$ cat src/inc/rfg_consts.vh
// Purpose: Constants for the receive frame capture guard.
// Assumes: Included by bare name from design files.
// Notes: Register offsets, field positions and reset values.
`ifndef RFG_CONSTS_VH
`define RFG_CONSTS_VH
`define RFG_ADDR_DELIM 6'h0B
`define RFG_ADDR_CTRL2 6'h0C
`define RFG_DELIM_RST 8'hA7
`define RFG_CTRL2_RST 8'h20
`define RFG_GUARD_BIT 7
`define RFG_TRX_LISTEN 5'h06
`define RFG_TRX_LISTEN_AA 5'h16
`define RFG_FB_SEL_IDLE 1'b1
`endif

$ cat src/rfg_sync3.v
// Purpose: Three-stage synchroniser with agreement qualifier for one pin.
// Assumes: Single clock domain CLK_SYS, async active-low reset.
// Notes: A change counts once stages two and three agree.
`timescale 1ns/100ps
module rfg_sync3 #(
  parameter [0:0] INIT = 1'b0
) (
  input wire clk,
  input wire arst_n,
  input wire din,
  output reg dout
);
  reg s1_q;
  reg s2_q;
  reg s3_q;
  // Shift chain; first stage feeds only the second
  always @(posedge clk or negedge arst_n) begin
    if (!arst_n) begin
      s1_q <= INIT;
      s2_q <= INIT;
      s3_q <= INIT;
      dout <= INIT;
    end else begin
      s1_q <= din;
      s2_q <= s1_q;
      s3_q <= s2_q;
      if (s2_q == s3_q) begin
        dout <= s3_q;
      end
    end
  end
endmodule

$ cat src/rfg_guard.v
// Purpose: Receive frame buffer guard and start delimiter control.
// Assumes: Host register writes arrive decoded as address/data strobes from the SPI front end.
// Notes: Frame buffer read end is seen as the rising edge of the chip select pin.
`timescale 1ns/100ps
`include "rfg_consts.vh"
// Behaviour
// RULE1: Keep receiving; unguarded frames overwrite buffer
// RULE2: Guarded buffer blocks radio until select rises
// RULE3: Basic mode guards frames with valid checksum
// RULE4: Extended mode guards frames raising frame end
// RULE5: Guard only if enabled and listening
// RULE6: Host buffer writes pass while guarded
// RULE7: Release on read-end select rise or leaving listen
// RULE8: Guard enable resets zero; one enables
// RULE9: Delimiter is one octet, ends sync header
// RULE10: Delimiter aligns bytes, never stored
// RULE11: Transmit delimiter LSB first after preamble
// RULE12: Delimiter register resets to A7, writable
// RULE13: Frame start only on match plus header
// RULE14: Mismatching delimiter means no synchronisation
// RULE15: Host should avoid zero low nibble
// RULE16: After release next good frame overwrites
module rfg_guard (
  input wire CLK_SYS,
  input wire ARST_N,
  input wire REG_WE,
  input wire [5:0] REG_ADDR,
  input wire [7:0] REG_WDATA,
  output reg [7:0] REG_RDATA,
  input wire SEL_N_PIN,
  input wire FB_READ_ACTIVE,
  input wire HOST_FB_WE,
  input wire [4:0] TRX_STATE,
  input wire EXT_MODE,
  input wire RX_BYTE_VALID,
  input wire [7:0] RX_BYTE,
  input wire RX_FRAME_END,
  input wire RX_FCS_OK,
  input wire RX_PHR_VALID,
  input wire RX_ABORT,
  output wire RX_BUF_WE,
  output reg [7:0] RX_BUF_WDATA,
  output wire HOST_BUF_WE,
  output reg RX_SYNCED,
  output reg FRAME_START,
  output reg FRAME_END_EVENT,
  output reg GUARD_ACTIVE,
  input wire TX_DELIM_LOAD,
  input wire TX_BIT_STROBE,
  output reg TX_DELIM_BIT,
  output reg TX_DELIM_BUSY
);
  reg [7:0] delimiter_match_value_q;
  reg [7:0] transceiver_control_two_q;
  reg [7:0] shift_q;
  reg [2:0] tx_cnt_q;
  reg [7:0] tx_sh_q;
  reg read_seen_q;
  reg sel_prev_q;
  wire sel_sync;
  wire listening;
  wire guard_en;
  wire sel_rise;
  wire delim_hit;
  wire frame_lock;
  // Receive state machine, one-hot
  localparam [2:0] ST_HUNT = 3'b001;
  localparam [2:0] ST_HDR = 3'b010;
  localparam [2:0] ST_DATA = 3'b100;
  reg [2:0] st_q;
  reg [2:0] st_d;

  ////////////////////////////////////////////////////////////////////////////////
  // Chip select synchroniser
  rfg_sync3 #(.INIT(`RFG_FB_SEL_IDLE)) u_sel_sync (
    .clk(CLK_SYS),
    .arst_n(ARST_N),
    .din(SEL_N_PIN),
    .dout(sel_sync)
  );

  ////////////////////////////////////////////////////////////////////////////////
  // Register file
  always @(posedge CLK_SYS or negedge ARST_N) begin
    if (!ARST_N) begin
      delimiter_match_value_q <= `RFG_DELIM_RST; // [RULE12]
      transceiver_control_two_q <= `RFG_CTRL2_RST; // [RULE8]
    end else if (REG_WE) begin
      if (REG_ADDR == `RFG_ADDR_DELIM) begin
        delimiter_match_value_q <= REG_WDATA; // [RULE12]
      end
      if (REG_ADDR == `RFG_ADDR_CTRL2) begin
        transceiver_control_two_q <= REG_WDATA; // [RULE8]
      end
    end
  end

  // Readback; unmapped offsets read zero
  always @* begin
    case (REG_ADDR)
      `RFG_ADDR_DELIM: REG_RDATA = delimiter_match_value_q;
      `RFG_ADDR_CTRL2: REG_RDATA = transceiver_control_two_q;
      default: REG_RDATA = 8'h00;
    endcase
  end

  ////////////////////////////////////////////////////////////////////////////////
  // Guard qualification
  assign listening = (TRX_STATE == `RFG_TRX_LISTEN) || (TRX_STATE == `RFG_TRX_LISTEN_AA);
  assign guard_en = transceiver_control_two_q[`RFG_GUARD_BIT] && listening; // [RULE5]
  assign sel_rise = sel_sync && !sel_prev_q;
  // Frame completing now earns protection per mode
  assign frame_lock = RX_FRAME_END && st_q == ST_DATA && (EXT_MODE || RX_FCS_OK); // [RULE3] [RULE4]

  // Track a buffer read within the current select window and the guard flag
  always @(posedge CLK_SYS or negedge ARST_N) begin
    if (!ARST_N) begin
      sel_prev_q <= 1'b1;
      read_seen_q <= 1'b0;
      GUARD_ACTIVE <= 1'b0;
    end else begin
      sel_prev_q <= sel_sync;
      if (sel_rise) begin
        read_seen_q <= 1'b0;
      end else if (FB_READ_ACTIVE && !sel_sync) begin
        read_seen_q <= 1'b1;
      end
      if (!guard_en) begin
        GUARD_ACTIVE <= 1'b0; // [RULE7]
      end else if (frame_lock) begin
        GUARD_ACTIVE <= 1'b1; // [RULE2]
      end else if (sel_rise && read_seen_q) begin
        GUARD_ACTIVE <= 1'b0; // [RULE7] [RULE16]
      end
    end
  end

  ////////////////////////////////////////////////////////////////////////////////
  // Buffer write gating
  assign RX_BUF_WE = RX_BYTE_VALID && st_q == ST_DATA && !GUARD_ACTIVE; // [RULE1] [RULE2]
  assign HOST_BUF_WE = HOST_FB_WE; // [RULE6]

  ////////////////////////////////////////////////////////////////////////////////
  // Delimiter hunt and receive sequencing
  assign delim_hit = RX_BYTE_VALID && (RX_BYTE == delimiter_match_value_q); // [RULE14]

  always @* begin
    st_d = st_q;
    case (st_q)
      ST_HUNT: begin
        if (delim_hit) begin
          st_d = ST_HDR; // [RULE9]
        end
      end
      ST_HDR: begin
        if (RX_ABORT) begin
          st_d = ST_HUNT;
        end else if (RX_PHR_VALID) begin
          st_d = ST_DATA;
        end
      end
      ST_DATA: begin
        if (RX_FRAME_END || RX_ABORT) begin
          st_d = ST_HUNT; // [RULE1]
        end
      end
      default: st_d = ST_HUNT;
    endcase
  end

  // Receive outputs; delimiter byte never forwarded
  always @(posedge CLK_SYS or negedge ARST_N) begin
    if (!ARST_N) begin
      st_q <= ST_HUNT;
      shift_q <= 8'h00;
      RX_BUF_WDATA <= 8'h00;
      RX_SYNCED <= 1'b0;
      FRAME_START <= 1'b0;
      FRAME_END_EVENT <= 1'b0;
    end else begin
      st_q <= st_d;
      if (RX_BYTE_VALID) begin
        shift_q <= RX_BYTE;
      end
      if (RX_BYTE_VALID && st_q == ST_DATA) begin
        RX_BUF_WDATA <= RX_BYTE; // [RULE10]
      end
      RX_SYNCED <= (st_d != ST_HUNT); // [RULE14]
      FRAME_START <= (st_q == ST_HDR) && RX_PHR_VALID && !RX_ABORT; // [RULE13]
      FRAME_END_EVENT <= (st_q == ST_DATA) && RX_FRAME_END;
    end
  end

  ////////////////////////////////////////////////////////////////////////////////
  // Transmit delimiter serialiser, LSB first once preamble is done
  always @(posedge CLK_SYS or negedge ARST_N) begin
    if (!ARST_N) begin
      tx_sh_q <= 8'h00;
      tx_cnt_q <= 3'h0;
      TX_DELIM_BIT <= 1'b0;
      TX_DELIM_BUSY <= 1'b0;
    end else if (TX_DELIM_LOAD) begin
      tx_sh_q <= delimiter_match_value_q;
      tx_cnt_q <= 3'h0;
      TX_DELIM_BUSY <= 1'b1;
    end else if (TX_DELIM_BUSY && TX_BIT_STROBE) begin
      TX_DELIM_BIT <= tx_sh_q[0]; // [RULE11]
      tx_sh_q <= {1'b0, tx_sh_q[7:1]};
      tx_cnt_q <= tx_cnt_q + 3'h1;
      if (tx_cnt_q == 3'h7) begin
        TX_DELIM_BUSY <= 1'b0;
      end
    end
  end
endmodule

$ cat config.mk
export PLATFORM = sky130hd
export DESIGN_NAME = rfg_guard
export DESIGN_NICKNAME = d
export VERILOG_FILES = /design/src/rfg_sync3.v /design/src/rfg_guard.v
export VERILOG_INCLUDE_DIRS = /design/src /design/src/inc
export SDC_FILE = /design/constraint.sdc
export NUM_CORES = 1
export LEC_CHECK = 0
export BUFFER_PORTS_ARGS = -buffer_cell sky130_fd_sc_hd__clkbuf_2
export CAP_MARGIN = 15
export CORE_MARGIN = 2
export CORE_UTILIZATION = 51
export CTS_CLUSTER_DIAMETER = 80
export CTS_CLUSTER_SIZE = 24
export DETAILED_ROUTE_END_ITERATION = 6
export PLACE_DENSITY = 0.9
export SYNTH_ARGS = -nofsm -noshare
export SYNTH_HDL_FRONTEND = slang
export SYNTH_SLANG_ARGS = --single-unit
$ cat constraint.sdc
create_clock -name CLK_SYS -period 1.7 [get_ports CLK_SYS]
set_input_delay 0.17 -clock CLK_SYS [delete_from_list [all_inputs] [get_ports CLK_SYS]]
set_output_delay 0.17 -clock CLK_SYS [all_outputs]
set_load 0.01 [all_outputs]
==> run metrics <==
status=finished, final reports clean; Setup crit end kind=output pin; total CTS buffers=5; antenna diode count=0; Synth cell types=32; first-pass GRT wire length=7.65 mm; Hold Vio Cnt, Final=0; Synth top area share=43.8%; routability cong.=0.787; Post-synth top cells=38 x dfrtp_1, 25 x mux2_2, 18 x nand2_1; post-layout util=66.7%; CORE AREA=4060 um2; root buf cell=clkbuf_8; Worst path max stage delay=0.41 ns; fraction of layout cells with a size suffix above 1=48.6%; Seq/Total Area, Yosys=58.3%; vias in the first global route=1675; drc violations=0; Post-Layout Cell Count=293; Overall Power=2.30 mW; clk_skew=0.00500 ns; CP cell instances=nand2b_4, nor3b_2, buf_6, nor2b_1, buf_2; Leakage=1.38 nW; Multi-input gate area=895 um2; die area=4800 um2; io pins=65; via count=1561; dpl cells=281; Most used DFF post-synth=dfrtp_1; final worst path period share=98.3%; Min Hold Slack=0.0515 ns; chip width=69.3 um; clock sink count=50; vias per cell=5.33; Die Y=69.3 um; CTS Buffer Depth=2; Pre-Repair DR Iteration Count=4; top-count cell post-synth=dfrtp_1; EDFF count, synth=0; max_slew headroom=67.8%; Port-buffer cells=61; Mapped Nets=211; maximum vdd drop=521 uV; Synth Register Bits=50; yosys warns=0; GRT Util Overall=20.2%; Reg area=1270 um2; GRT overflow=0; critical path launch point type=register; highest fanout seen on the critical path=3; Crit Path Category=reg2out; clk_lat worst skew=0.30 ns; mapped cell area=2170 um2; Least-Margin Pin Slew=0.483 ns; # setup viols final=0; top cells by area, synth=dfrtp_1 44%, dfstp_2 15%, mux2_2 13%, xor2_1 3.6%, a22o_1 3.2%; fill count=293; deepest level of the CTS H-tree=2; Post-Syn Area per Cell=12.9 um2; slowest CP cell=dfrtp_1; max cap viols=0; Routed WL=4.63 mm; Gate Count Post-Synth=168; DRT iter0 DRCs=55; Nets=285; PD cells=850 nW/um2; num rows=23; Critical Path AT=1.50 ns; ys async rst share=100%; Max Clk Rate=598 MHz; Initial Util=53.5%; CTS tree=built; Synth area leader=dfrtp_1; worst path required time=1.53 ns; Post-DP HPWL=3.31 mm; Max Slew Vio Count=0; Routed Antenna Nets=0; min Tclk post-route=1.67 ns; Hold Path Class=in2reg; register clock-pin slew on the reported worst setup and hold paths=0.08 ns; largest net degree at the start of global routing=34; antenna violations before repair=0; WL/cell=15.8 um; Area Overhead vs Synth=24.5%
==> power by group <==
part           leakage [nW]  internal, mW  switching (mW)  total [mW]
Sequential            0.635          1.31          0.0803        1.39
Clock                0.0395         0.293           0.351       0.643
Combinational         0.702         0.140           0.126       0.266
==> state kept, by name (all words and copies together) (netlist names) <==
| name | count |
|---|---|
| tx_sh_q | 8 |
| st_q | 3 |
| FRAME_START | 1 |
| RX_BUF_WDATA | 8 |
| u_sel_sync.s2_q | 1 |
| FRAME_END_EVENT | 1 |
| read_seen_q | 1 |
| tx_cnt_q | 3 |
| sel_prev_q | 1 |
| u_sel_sync.s3_q | 1 |
| delimiter_match_value_q | 8 |
| transceiver_control_two_q | 8 |
| u_sel_sync.dout | 1 |
| RX_SYNCED | 1 |
| TX_DELIM_BIT | 1 |
| u_sel_sync.s1_q | 1 |
| GUARD_ACTIVE | 1 |
| TX_DELIM_BUSY | 1 |
==> worst paths after layout <==
check                                     startpoint                                endpoint  slack (ns)  depth (start not counted)
setup / recovery                   st_q[1]$_DFF_PN0_                               RX_BUF_WE        0.03                          5
hold / removal                              RX_ABORT                       st_q[2]$_DFF_PN0_        0.05                          2
setup reg to reg                   st_q[1]$_DFF_PN0_             RX_BUF_WDATA[4]$_DFFE_PN0P_        0.12                          5
hold reg to reg            u_sel_sync.s1_q$_DFF_PN1_               u_sel_sync.s2_q$_DFF_PN1_        0.37                          0
max in group asynchronous                     ARST_N  delimiter_match_value_q[5]$_DFFE_PN1P_        0.74                          3
min in group asynchronous                     ARST_N                GUARD_ACTIVE$_DFFE_PN0P_        0.36                          2
==> worst max-delay path: cells and delay by family, from the launching register on <==
kind	cells	cell delay (ns)
buffers and inverters	2	0.27
AND/OR/NAND/NOR	3	0.52
flip-flops	1	0.41
==> kinds of logic after synthesis <==
kind of cell	Yosys count	share of synthesized area [%]
compound gates	26	7.49
xor+xnor	9	3.63
fa+ha+maj	3	1.61
buf+inv	4	0.864
flops	50	58.3
mux	32	16.2
simple gates	44	11.9
==> placed cells by master (no fill, tap or decap), types with 2 or more instances in the layout <==
| cell | n |
|---|---|
| buf_4 | 6 |
| mux2i_1 | 7 |
| nand2_1 | 18 |
| o21ai_0 | 13 |
| nor3b_1 | 2 |
| dlygate4sd3_1 | 2 |
| xor2_1 | 9 |
| dfstp_2 | 12 |
| clkbuf_2 | 60 |
| clkbuf_8 | 5 |
| nor2b_1 | 2 |
| a21oi_1 | 4 |
| nand3_1 | 4 |
| clkbuf_1 | 3 |
| nor2_1 | 4 |
| nor3_1 | 2 |
| dfrtp_1 | 38 |
| mux2_2 | 25 |
| a22o_1 | 8 |
| ha_1 | 2 |
==> cell type report <==
class | count | area share [%]
multi-input combinational | 114 | 33.1
tap | 50 | 2.31
clock buffer | 8 | 2.96
sequential | 50 | 46.8
timing repair buffer | 71 | 14.8
==> through the flow <==
stage | setup WS [ns] | instance area [um2] | setup TNS (ns)
after global placement | 0.0813 | 2580 | 0
final | 0.0282 | 2710 | 0
after CTS | 0.0636 | 2690 | 0
after global routing | -0.0531 | 2710 | -0.0531
after floorplan | 0.105 | 2170 | 0
after detailed placement | 0.0325 | 2580 | 0
==> routing by layer <==
metal / vias to the layer above / global-route usage (%) / wire length [um]
li1: 750 / - / -
met1: 757 / 24.5 / 1880
met2: 44 / 34.8 / 2450
met3: 10 / 4.80 / 214
met4: 0 / 8.06 / 86
met5: - / 0 / 0
==> repair_timing <==
| action | in CTS | in global routing |
|---|---|---|
| endpoints found under the hold margin | 15 | 0 |
| hold buffers | 2 | 0 |
| pin swaps | 0 | 1 |
| setup endpoints to repair | 1 | 1 |
| setup buffers | 1 | 1 |
| gates resized for setup | 1 | 2 |
(Power assumes the default switching activity.)
